==> config.mk <==
export PLATFORM = sky130hd
export DESIGN_NAME = sdcr_top
export DESIGN_NICKNAME = d
export VERILOG_FILES = /design/src/hdl/sdcr_pkg.sv /design/src/hdl/sdcr_channel_cfg.sv /design/src/hdl/sdcr_top.sv
export VERILOG_INCLUDE_DIRS = /design/src /design/src/hdl
export SDC_FILE = /design/constraint.sdc
export NUM_CORES = 1
export LEC_CHECK = 0
export ABC_AREA = 1
export ABC_CLOCK_PERIOD_IN_PS = 2000
export BUFFER_PORTS_ARGS = -buffer_cell sky130_fd_sc_hd__buf_2
export CAP_MARGIN = 20
export CORE_AREA = 2 2 86 122
export DETAILED_ROUTE_END_ITERATION = 10
export DIE_AREA = 0 0 88 124
export PLACE_DENSITY = 0.71
export RECOVER_POWER = 25
export SLEW_MARGIN = 10
export SYNTH_ARGS = -nofsm -noshare
export SYNTH_HDL_FRONTEND = slang
export SYNTH_SLANG_ARGS = --single-unit
==> constraint.sdc <==
create_clock -name sys_clk -period 2 [get_ports sys_clk]
set_clock_uncertainty 0.2 [all_clocks]
set_input_delay 0.4 -clock sys_clk [delete_from_list [all_inputs] [get_ports sys_clk]]
set_output_delay 0.4 -clock sys_clk [all_outputs]
set_load 0.01 [all_outputs]
==> src/hdl/sdcr_params.svh <==
// offsets, field positions and reset values of the configuration and trigger registers
`ifndef SDCR_PARAMS_SVH
`define SDCR_PARAMS_SVH
`define SDCR_ADDR_NOOP 8'h00
`define SDCR_ADDR_CH1 8'h03
`define SDCR_ADDR_CH0 8'h15
`define SDCR_ADDR_SHARED_CFG 8'h1f
`define SDCR_ADDR_TRIGGER 8'h20
`define SDCR_RST_NOOP 16'h0000
`define SDCR_RST_CH 16'h0000
`define SDCR_RST_SHARED_CFG 16'h0fff
`define SDCR_RST_TRIGGER 16'h0000
`define SDCR_CH_GAIN_HI 12
`define SDCR_CH_GAIN_LO 10
`define SDCR_CH_OPENDRAIN 4
`define SDCR_CH_ROUTE 3
`define SDCR_CH_DIVIDER 2
`define SDCR_CH_INVERT 1
`define SDCR_CH_MODE_ON 0
`define SDCR_CH_MASK 16'h1c1f
`define SDCR_GAIN_MAX 3'h5
`define SDCR_CFG_LOCK 14
`define SDCR_CFG_INTREF 12
`define SDCR_CFG_PD0_HI 11
`define SDCR_CFG_PD0_LO 10
`define SDCR_CFG_PD1_HI 2
`define SDCR_CFG_PD1_LO 1
`define SDCR_CFG_FIXED 16'h03f9
`define SDCR_PD_RESET 2'h3
`define SDCR_TRG_UNLOCK_HI 15
`define SDCR_TRG_UNLOCK_LO 12
`define SDCR_TRG_SRST_HI 11
`define SDCR_TRG_SRST_LO 8
`define SDCR_TRG_STORE 1
`define SDCR_TRG_RESTORE 0
`define SDCR_UNLOCK_CODE 4'h5
`define SDCR_SRST_CODE 4'ha
`endif

==> src/hdl/sdcr_pkg.sv <==
// types shared by the configuration and trigger register bank
package sdcr_pkg;
   typedef enum logic [1:0] {
      SDCR_RD_IDLE = 2'b00,
      SDCR_RD_MSB = 2'b01,
      SDCR_RD_LSB = 2'b10
   } sdcr_rd_state_t;
   typedef logic [15:0] sdcr_word_t;
endpackage : sdcr_pkg

==> src/hdl/sdcr_channel_cfg.sv <==
// one channel output and comparator configuration register
`timescale 1ns/100ps
`include "sdcr_params.svh"
module sdcr_channel_cfg
   import sdcr_pkg::*;
#(
   parameter int DATA_W = 16
) (
   input wire logic sys_clk,
   input wire logic rst_b,
   input wire logic soft_rst,
   input wire logic wr_en,
   input wire logic [DATA_W-1:0] wdata,
   input wire logic load_en,
   input wire logic [DATA_W-1:0] load_data,
   output logic [DATA_W-1:0] cfg,
   output logic [2:0] output_scale_select,
   output logic comparator_pin_opendrain,
   output logic comparator_pin_route,
   output logic trigger_input_divider_select,
   output logic comparator_polarity_invert,
   output logic comparator_mode_on,
   output logic gain_code_invalid
);
   logic [DATA_W-1:0] next_cfg;

   initial begin
      if (DATA_W != 16) begin
         $error("sdcr_channel_cfg serves 16-bit registers only");
      end
   end

   // don't-care bits are not stored and read back as zero
   always_comb begin
      next_cfg = cfg;
      if (load_en) begin
         next_cfg = load_data & `SDCR_CH_MASK;
      end else if (wr_en) begin
         next_cfg = wdata & `SDCR_CH_MASK;
      end
   end

   always_ff @(posedge sys_clk or negedge rst_b) begin
      if (!rst_b) begin
         cfg <= `SDCR_RST_CH;
      end else if (soft_rst) begin
         cfg <= `SDCR_RST_CH;
      end else begin
         cfg <= next_cfg;
      end
   end

   // decoded controls kept in their own flops so they follow cfg exactly
   always_ff @(posedge sys_clk or negedge rst_b) begin
      if (!rst_b) begin
         output_scale_select <= 3'h0;
         comparator_pin_opendrain <= 1'b0;
         comparator_pin_route <= 1'b0;
         trigger_input_divider_select <= 1'b0;
         comparator_polarity_invert <= 1'b0;
         comparator_mode_on <= 1'b0;
         gain_code_invalid <= 1'b0;
      end else if (soft_rst) begin
         output_scale_select <= 3'h0;
         comparator_pin_opendrain <= 1'b0;
         comparator_pin_route <= 1'b0;
         trigger_input_divider_select <= 1'b0;
         comparator_polarity_invert <= 1'b0;
         comparator_mode_on <= 1'b0;
         gain_code_invalid <= 1'b0;
      end else begin
         output_scale_select <= next_cfg[`SDCR_CH_GAIN_HI:`SDCR_CH_GAIN_LO];
         gain_code_invalid <= next_cfg[`SDCR_CH_GAIN_HI:`SDCR_CH_GAIN_LO] > `SDCR_GAIN_MAX;
         comparator_pin_opendrain <= next_cfg[`SDCR_CH_OPENDRAIN] & next_cfg[`SDCR_CH_ROUTE]
            & next_cfg[`SDCR_CH_MODE_ON];
         comparator_pin_route <= next_cfg[`SDCR_CH_ROUTE];
         trigger_input_divider_select <= next_cfg[`SDCR_CH_DIVIDER];
         comparator_polarity_invert <= next_cfg[`SDCR_CH_INVERT];
         comparator_mode_on <= next_cfg[`SDCR_CH_MODE_ON];
      end
   end
endmodule : sdcr_channel_cfg

==> src/hdl/sdcr_top.sv <==
// configuration and trigger register bank of a two-channel smart converter
`timescale 1ns/100ps
`include "sdcr_params.svh"
module sdcr_top
   import sdcr_pkg::*;
(
   input wire logic sys_clk,
   input wire logic rst_b,
   input wire logic cmd_wr,
   input wire logic cmd_rd,
   input wire logic [7:0] cmd_addr,
   input wire logic [15:0] cmd_wdata,
   output logic rd_valid,
   output logic rd_last,
   output logic [7:0] rd_byte,
   output logic [1:0][2:0] output_scale_select,
   output logic [1:0] comparator_pin_opendrain,
   output logic [1:0] comparator_pin_route,
   output logic [1:0] trigger_input_divider_select,
   output logic [1:0] comparator_polarity_invert,
   output logic [1:0] comparator_mode_on,
   output logic [1:0] gain_code_invalid,
   output logic [1:0][1:0] channel_powerdown_select,
   output logic internal_ref_on,
   output logic register_write_lock,
   output logic soft_reset_pulse,
   output logic store_settings_pulse,
   output logic restore_settings_pulse
);
   sdcr_word_t noop_reg;
   sdcr_word_t ch_cfg [2];
   sdcr_word_t nvm_ch [2];
   sdcr_word_t nvm_shared;
   sdcr_word_t shared_rd;
   sdcr_word_t trig_rd;
   sdcr_word_t rd_word;
   logic [3:0] unlock_password_field;
   logic unlock_armed;
   logic store_settings_trigger;
   logic restore_settings_trigger;
   logic soft_rst;
   logic wr_ok;
   logic wr_trig;
   logic wr_shared;
   sdcr_rd_state_t rd_state;

   // a locked bank only listens to the trigger's password field and to the lock bit itself
   assign wr_ok = cmd_wr && !register_write_lock;
   assign wr_trig = cmd_wr && cmd_addr == `SDCR_ADDR_TRIGGER;
   assign wr_shared = cmd_wr && cmd_addr == `SDCR_ADDR_SHARED_CFG;
   assign soft_rst = soft_reset_pulse;

   // no-operation register: stored for read-back only
   always_ff @(posedge sys_clk or negedge rst_b) begin
      if (!rst_b) begin
         noop_reg <= `SDCR_RST_NOOP;
      end else if (soft_rst) begin
         noop_reg <= `SDCR_RST_NOOP;
      end else if (wr_ok && cmd_addr == `SDCR_ADDR_NOOP) begin
         noop_reg <= cmd_wdata;
      end
   end

   for (genvar i = 0; i < 2; i++) begin : g_ch
      sdcr_channel_cfg #(.DATA_W(16)) u_ch (
         .sys_clk(sys_clk),
         .rst_b(rst_b),
         .soft_rst(soft_rst),
         .wr_en(wr_ok && cmd_addr == ((i == 0) ? `SDCR_ADDR_CH0 : `SDCR_ADDR_CH1)),
         .wdata(cmd_wdata),
         .load_en(restore_settings_trigger),
         .load_data(nvm_ch[i]),
         .cfg(ch_cfg[i]),
         .output_scale_select(output_scale_select[i]),
         .comparator_pin_opendrain(comparator_pin_opendrain[i]),
         .comparator_pin_route(comparator_pin_route[i]),
         .trigger_input_divider_select(trigger_input_divider_select[i]),
         .comparator_polarity_invert(comparator_polarity_invert[i]),
         .comparator_mode_on(comparator_mode_on[i]),
         .gain_code_invalid(gain_code_invalid[i])
      );
   end

   // shared configuration; reserved bits are fixed and not stored
   always_ff @(posedge sys_clk or negedge rst_b) begin
      if (!rst_b) begin
         internal_ref_on <= 1'b0;
         channel_powerdown_select <= {`SDCR_PD_RESET, `SDCR_PD_RESET};
      end else if (soft_rst) begin
         internal_ref_on <= 1'b0;
         channel_powerdown_select <= {`SDCR_PD_RESET, `SDCR_PD_RESET};
      end else if (restore_settings_trigger) begin
         internal_ref_on <= nvm_shared[`SDCR_CFG_INTREF];
         channel_powerdown_select[0] <= nvm_shared[`SDCR_CFG_PD0_HI:`SDCR_CFG_PD0_LO];
         channel_powerdown_select[1] <= nvm_shared[`SDCR_CFG_PD1_HI:`SDCR_CFG_PD1_LO];
      end else if (wr_ok && wr_shared) begin
         internal_ref_on <= cmd_wdata[`SDCR_CFG_INTREF];
         channel_powerdown_select[0] <= cmd_wdata[`SDCR_CFG_PD0_HI:`SDCR_CFG_PD0_LO];
         channel_powerdown_select[1] <= cmd_wdata[`SDCR_CFG_PD1_HI:`SDCR_CFG_PD1_LO];
      end
   end

   // lock and unlock sequence; the password stays armed until the next lock-bit or trigger write
   always_ff @(posedge sys_clk or negedge rst_b) begin
      if (!rst_b) begin
         register_write_lock <= 1'b0;
         unlock_armed <= 1'b0;
      end else if (soft_rst) begin
         register_write_lock <= 1'b0;
         unlock_armed <= 1'b0;
      end else if (wr_trig) begin
         unlock_armed <= cmd_wdata[`SDCR_TRG_UNLOCK_HI:`SDCR_TRG_UNLOCK_LO]
            == `SDCR_UNLOCK_CODE;
      end else if (wr_shared) begin
         unlock_armed <= 1'b0;
         if (!register_write_lock) begin
            register_write_lock <= cmd_wdata[`SDCR_CFG_LOCK];
         end else if (unlock_armed && !cmd_wdata[`SDCR_CFG_LOCK]) begin
            register_write_lock <= 1'b0;
         end
      end
   end

   // trigger register: password field is stored, action bits self-clear after one cycle
   always_ff @(posedge sys_clk or negedge rst_b) begin
      if (!rst_b) begin
         unlock_password_field <= 4'h0;
         store_settings_trigger <= 1'b0;
         restore_settings_trigger <= 1'b0;
         soft_reset_pulse <= 1'b0;
      end else if (soft_rst) begin
         unlock_password_field <= 4'h0;
         store_settings_trigger <= 1'b0;
         restore_settings_trigger <= 1'b0;
         soft_reset_pulse <= 1'b0;
      end else begin
         store_settings_trigger <= wr_ok && wr_trig && cmd_wdata[`SDCR_TRG_STORE];
         restore_settings_trigger <= wr_ok && wr_trig && cmd_wdata[`SDCR_TRG_RESTORE];
         soft_reset_pulse <= wr_ok && wr_trig
            && cmd_wdata[`SDCR_TRG_SRST_HI:`SDCR_TRG_SRST_LO] == `SDCR_SRST_CODE;
         if (wr_trig) begin
            unlock_password_field <= cmd_wdata[`SDCR_TRG_UNLOCK_HI:`SDCR_TRG_UNLOCK_LO];
         end
      end
   end

   assign store_settings_pulse = store_settings_trigger;
   assign restore_settings_pulse = restore_settings_trigger;

   // nonvolatile copy survives the soft reset, so it only loads on store
   always_ff @(posedge sys_clk or negedge rst_b) begin
      if (!rst_b) begin
         nvm_ch[0] <= `SDCR_RST_CH;
         nvm_ch[1] <= `SDCR_RST_CH;
         nvm_shared <= `SDCR_RST_SHARED_CFG;
      end else if (store_settings_trigger) begin
         nvm_ch[0] <= ch_cfg[0];
         nvm_ch[1] <= ch_cfg[1];
         nvm_shared <= shared_rd;
      end
   end

   always_comb begin
      shared_rd = `SDCR_CFG_FIXED;
      shared_rd[`SDCR_CFG_LOCK] = register_write_lock;
      shared_rd[`SDCR_CFG_INTREF] = internal_ref_on;
      shared_rd[`SDCR_CFG_PD0_HI:`SDCR_CFG_PD0_LO] = channel_powerdown_select[0];
      shared_rd[`SDCR_CFG_PD1_HI:`SDCR_CFG_PD1_LO] = channel_powerdown_select[1];
      trig_rd = `SDCR_RST_TRIGGER;
      trig_rd[`SDCR_TRG_UNLOCK_HI:`SDCR_TRG_UNLOCK_LO] = unlock_password_field;
      trig_rd[`SDCR_TRG_STORE] = store_settings_trigger;
      trig_rd[`SDCR_TRG_RESTORE] = restore_settings_trigger;
   end

   // read: word latched at the request, then sent high byte then low byte
   always_ff @(posedge sys_clk or negedge rst_b) begin
      if (!rst_b) begin
         rd_state <= SDCR_RD_IDLE;
         rd_word <= 16'h0000;
         rd_valid <= 1'b0;
         rd_last <= 1'b0;
         rd_byte <= 8'h00;
      end else begin
         case (rd_state)
            SDCR_RD_IDLE: begin
               rd_valid <= 1'b0;
               rd_last <= 1'b0;
               if (cmd_rd) begin
                  rd_state <= SDCR_RD_MSB;
                  case (cmd_addr)
                     `SDCR_ADDR_NOOP: rd_word <= noop_reg;
                     `SDCR_ADDR_CH0: rd_word <= ch_cfg[0];
                     `SDCR_ADDR_CH1: rd_word <= ch_cfg[1];
                     `SDCR_ADDR_SHARED_CFG: rd_word <= shared_rd;
                     `SDCR_ADDR_TRIGGER: rd_word <= trig_rd;
                     default: rd_word <= 16'h0000;
                  endcase
               end
            end
            SDCR_RD_MSB: begin
               rd_valid <= 1'b1;
               rd_byte <= rd_word[15:8];
               rd_state <= SDCR_RD_LSB;
            end
            SDCR_RD_LSB: begin
               rd_byte <= rd_word[7:0];
               rd_last <= 1'b1;
               rd_state <= SDCR_RD_IDLE;
            end
            default: begin
               rd_state <= SDCR_RD_IDLE;
            end
         endcase
      end
   end
endmodule : sdcr_top

==> results_dict.tcl <==
set metrics [dict create \
    cap_violations 0 \
    netlist_instances 601 \
    power_density_nw_per_um2 942 \
    synth_top_cell_by_area "dfrtp_1" \
    multi_input_area_sq_um 1840 \
    p_total_mw 5.23 \
    die_h_microns 124 \
    dp_cells 782 \
    fmax_ghz 0.536 \
    fin_ws_ns 0.136 \
    synth-main-ff-cell "dfrtp_1" \
    yosysMostFrequentCell "nand2_1" \
    initial_core_util 0.495 \
    synth-seq-area-share 0.516 \
    slew_headroom 0.490 \
    maxSlewViolCount 0 \
    track_usage 0.253 \
    hold_viol_final 0 \
    setup_tns_ns 0 \
    cp.arrival_ns 1.95 \
    post-route-util 0.570 \
    ios 65 \
    cpMostUsedCell "nand2_1" \
    seqCellArea_sq_um 2490 \
    peakVddDrop_v 0.000522 \
    portBuffers 64 \
    cp_slowest_cell "dfrtp_1" \
    ant_nets 0 \
    cp.required_ns 2.08 \
    synth-edff-count 0 \
    place.gp.congestion 0.866 \
    grt_remaining_overflow 0 \
    period_share 0.932 \
    criticalPathCategory "reg -> reg" \
    grt_pass1_vias 4198 \
    drc 0 \
    path_clk_slew_ns 0.07 \
    final_area_sq_um 5550 \
    holdWs_ns 0.0919 \
    ys_warn_count 0 \
    avgSynthCellArea_sq_um 8.01 \
    routedWlPerCell_microns 15.9 \
    synthArstFlopShare 1.00 \
    drive_gt1_frac 0.193 \
    via_per_inst 5.24 \
    numCtsBuffers 9 \
    rsz0062_at_grt "false" \
    clk_latency_ns 0.35 \
    area_delta_synth_final_pct 15.3 \
    ctsResizeCount 0 \
    syn_area_sq_um 4820 \
    end_kind "register" \
    antenna_cells 0 \
    nFillCells 907 \
    synthTopCellsByArea "dfrtp_1 47%, nand2_1 16%, inv_1 4.9%" \
    grt_pass1_wl_microns 20600 \
    setup_viol 0 \
    drt_iter0_drc 346 \
    outcome "finished clean" \
    synth_top_area_frac 0.473 \
    cp_max_fo 11 \
    grt_max_degree 33 \
    place_ws_ns 0.00968 \
    path_cells "nor2_4 > buf_4 > nand3_2 > inv_1 > nand2_1 > nand3_1 > nand2_1 > nor2_1" \
    drt_wl_total_microns 12700 \
    netlist_top_cells_count "200 x nand2_1, 91 x dfrtp_1, 63 x inv_1, 43 x o21ai_0, 42 x nor2_1" \
    synth-seq-cells 99 \
    min_path_type "in -> reg" \
    rows 43 \
    syn-num-nets 632 \
    period_needed_ns 1.86 \
    p_leak_nw 2.90 \
    cts_buffer_depth 2 \
    coreArea_sq_um 9740 \
    fin_cells 799 \
    fin_nets 690 \
    cts_tree "built" \
    place_hpwl_microns 9480 \
    htreeDepth 3 \
    clkSinkCount 99 \
    vias 4183 \
    dieArea_sq_um 10900 \
    cts-root-buf "clkbuf_16" \
    place_area_sq_um 5250 \
    detail_route.first_pass.iterations 5 \
    worst_pin_slew_ns 0.766 \
    worst_path_largest_cell_delay_ns 0.48 \
    antenna_found_initial 0 \
    fp.dieW_microns 88 \
    ys_types 34 \
    startpoint_type "register" \
]
## cells in the final DEF, fill, tap and decap left out, types with 3 or more instances in the layout
master / netlist / final
nand2_1: 200 / 200
a21oi_1: 19 / 19
buf_2: 5 / 63
nor2_4: 6 / 6
dfstp_2: 8 / 8
o21ai_0: 43 / 43
clkbuf_1: 11 / 4
clkbuf_16: 0 / 9
inv_1: 63 / 63
nand3_1: 40 / 40
nand2_2: 4 / 4
o21ai_2: 4 / 4
o22ai_1: 8 / 8
ha_1: 3 / 3
buf_4: 21 / 17
o21ai_1: 3 / 3
dfrtp_1: 91 / 91
nor2_1: 42 / 42
a31oi_1: 9 / 9
## critical path: cells and delay by family (launching register included)
family / cells / cell delay, ns
and+or+nand+nor: 6 / 0.73
DFF: 1 / 0.48
buffers and inverters: 2 / 0.40
## layer usage
layer | routed length (microns) | GRT usage | part of all wire
met1 | 4790 | 0.291 | 0.38
met2 | 6520 | 0.446 | 0.51
met3 | 799 | 0.0398 | 0.063
met4 | 590 | 0.131 | 0.046
met5 | 0 | 0 | 0
## power breakdown
group | switching [mW] | internal (mW) | total [mW]
clock | 0.740 | 1.10 | 1.84
combinational | 0.630 | 0.386 | 1.02
sequential | 0.136 | 2.24 | 2.38
## path summary, 6_finish.rpt
| check | startpoint | end | slack [ns] | depth (start not counted) |
|---|---|---|---|---|
| worst max-delay path | register_write_lock$_DFFE_PN0P_ | g_ch[0].u_ch.comparator_pin_opendrain$_DFF_PN0_ | 0.14 | 8 |
| worst min-delay path | cmd_wdata[6] | noop_reg[6]$_DFFE_PN0P_ | 0.09 | 3 |
| worst max register to register | register_write_lock$_DFFE_PN0P_ | g_ch[0].u_ch.comparator_pin_opendrain$_DFF_PN0_ | 0.14 | 8 |
| worst min register to register | nvm_shared[2]$_DFFE_PN1P_ | nvm_shared[2]$_DFFE_PN1P_ | 0.27 | 2 |
| max in group asynchronous | rst_b | channel_powerdown_select[2]$_DFFE_PN1P_ | 0.34 | 3 |
| min in group asynchronous | rst_b | noop_reg[2]$_DFFE_PN0P_ | 0.36 | 2 |
## cell type report
class | count | share of cell area
well taps | 135 | 0.0304
clock buffers | 12 | 0.0426
clock inverters | 4 | 0.0135
multi-input cells | 396 | 0.331
repair buffers | 86 | 0.0890
inverters | 67 | 0.0458
flip-flops and latches | 99 | 0.448
## logic make-up after synthesis
family	share of synthesized area
flops	0.516
compound gates	0.103
fa+ha+maj	0.00780
buf+inv	0.102
simple gates	0.270
## timing repair
action	in CTS	in global routing
hold buffers	1	0
endpoints found under the hold margin	17	0
setup buffers	0	0
endpoints found under the setup margin	0	0
(Power assumes the default switching activity.)
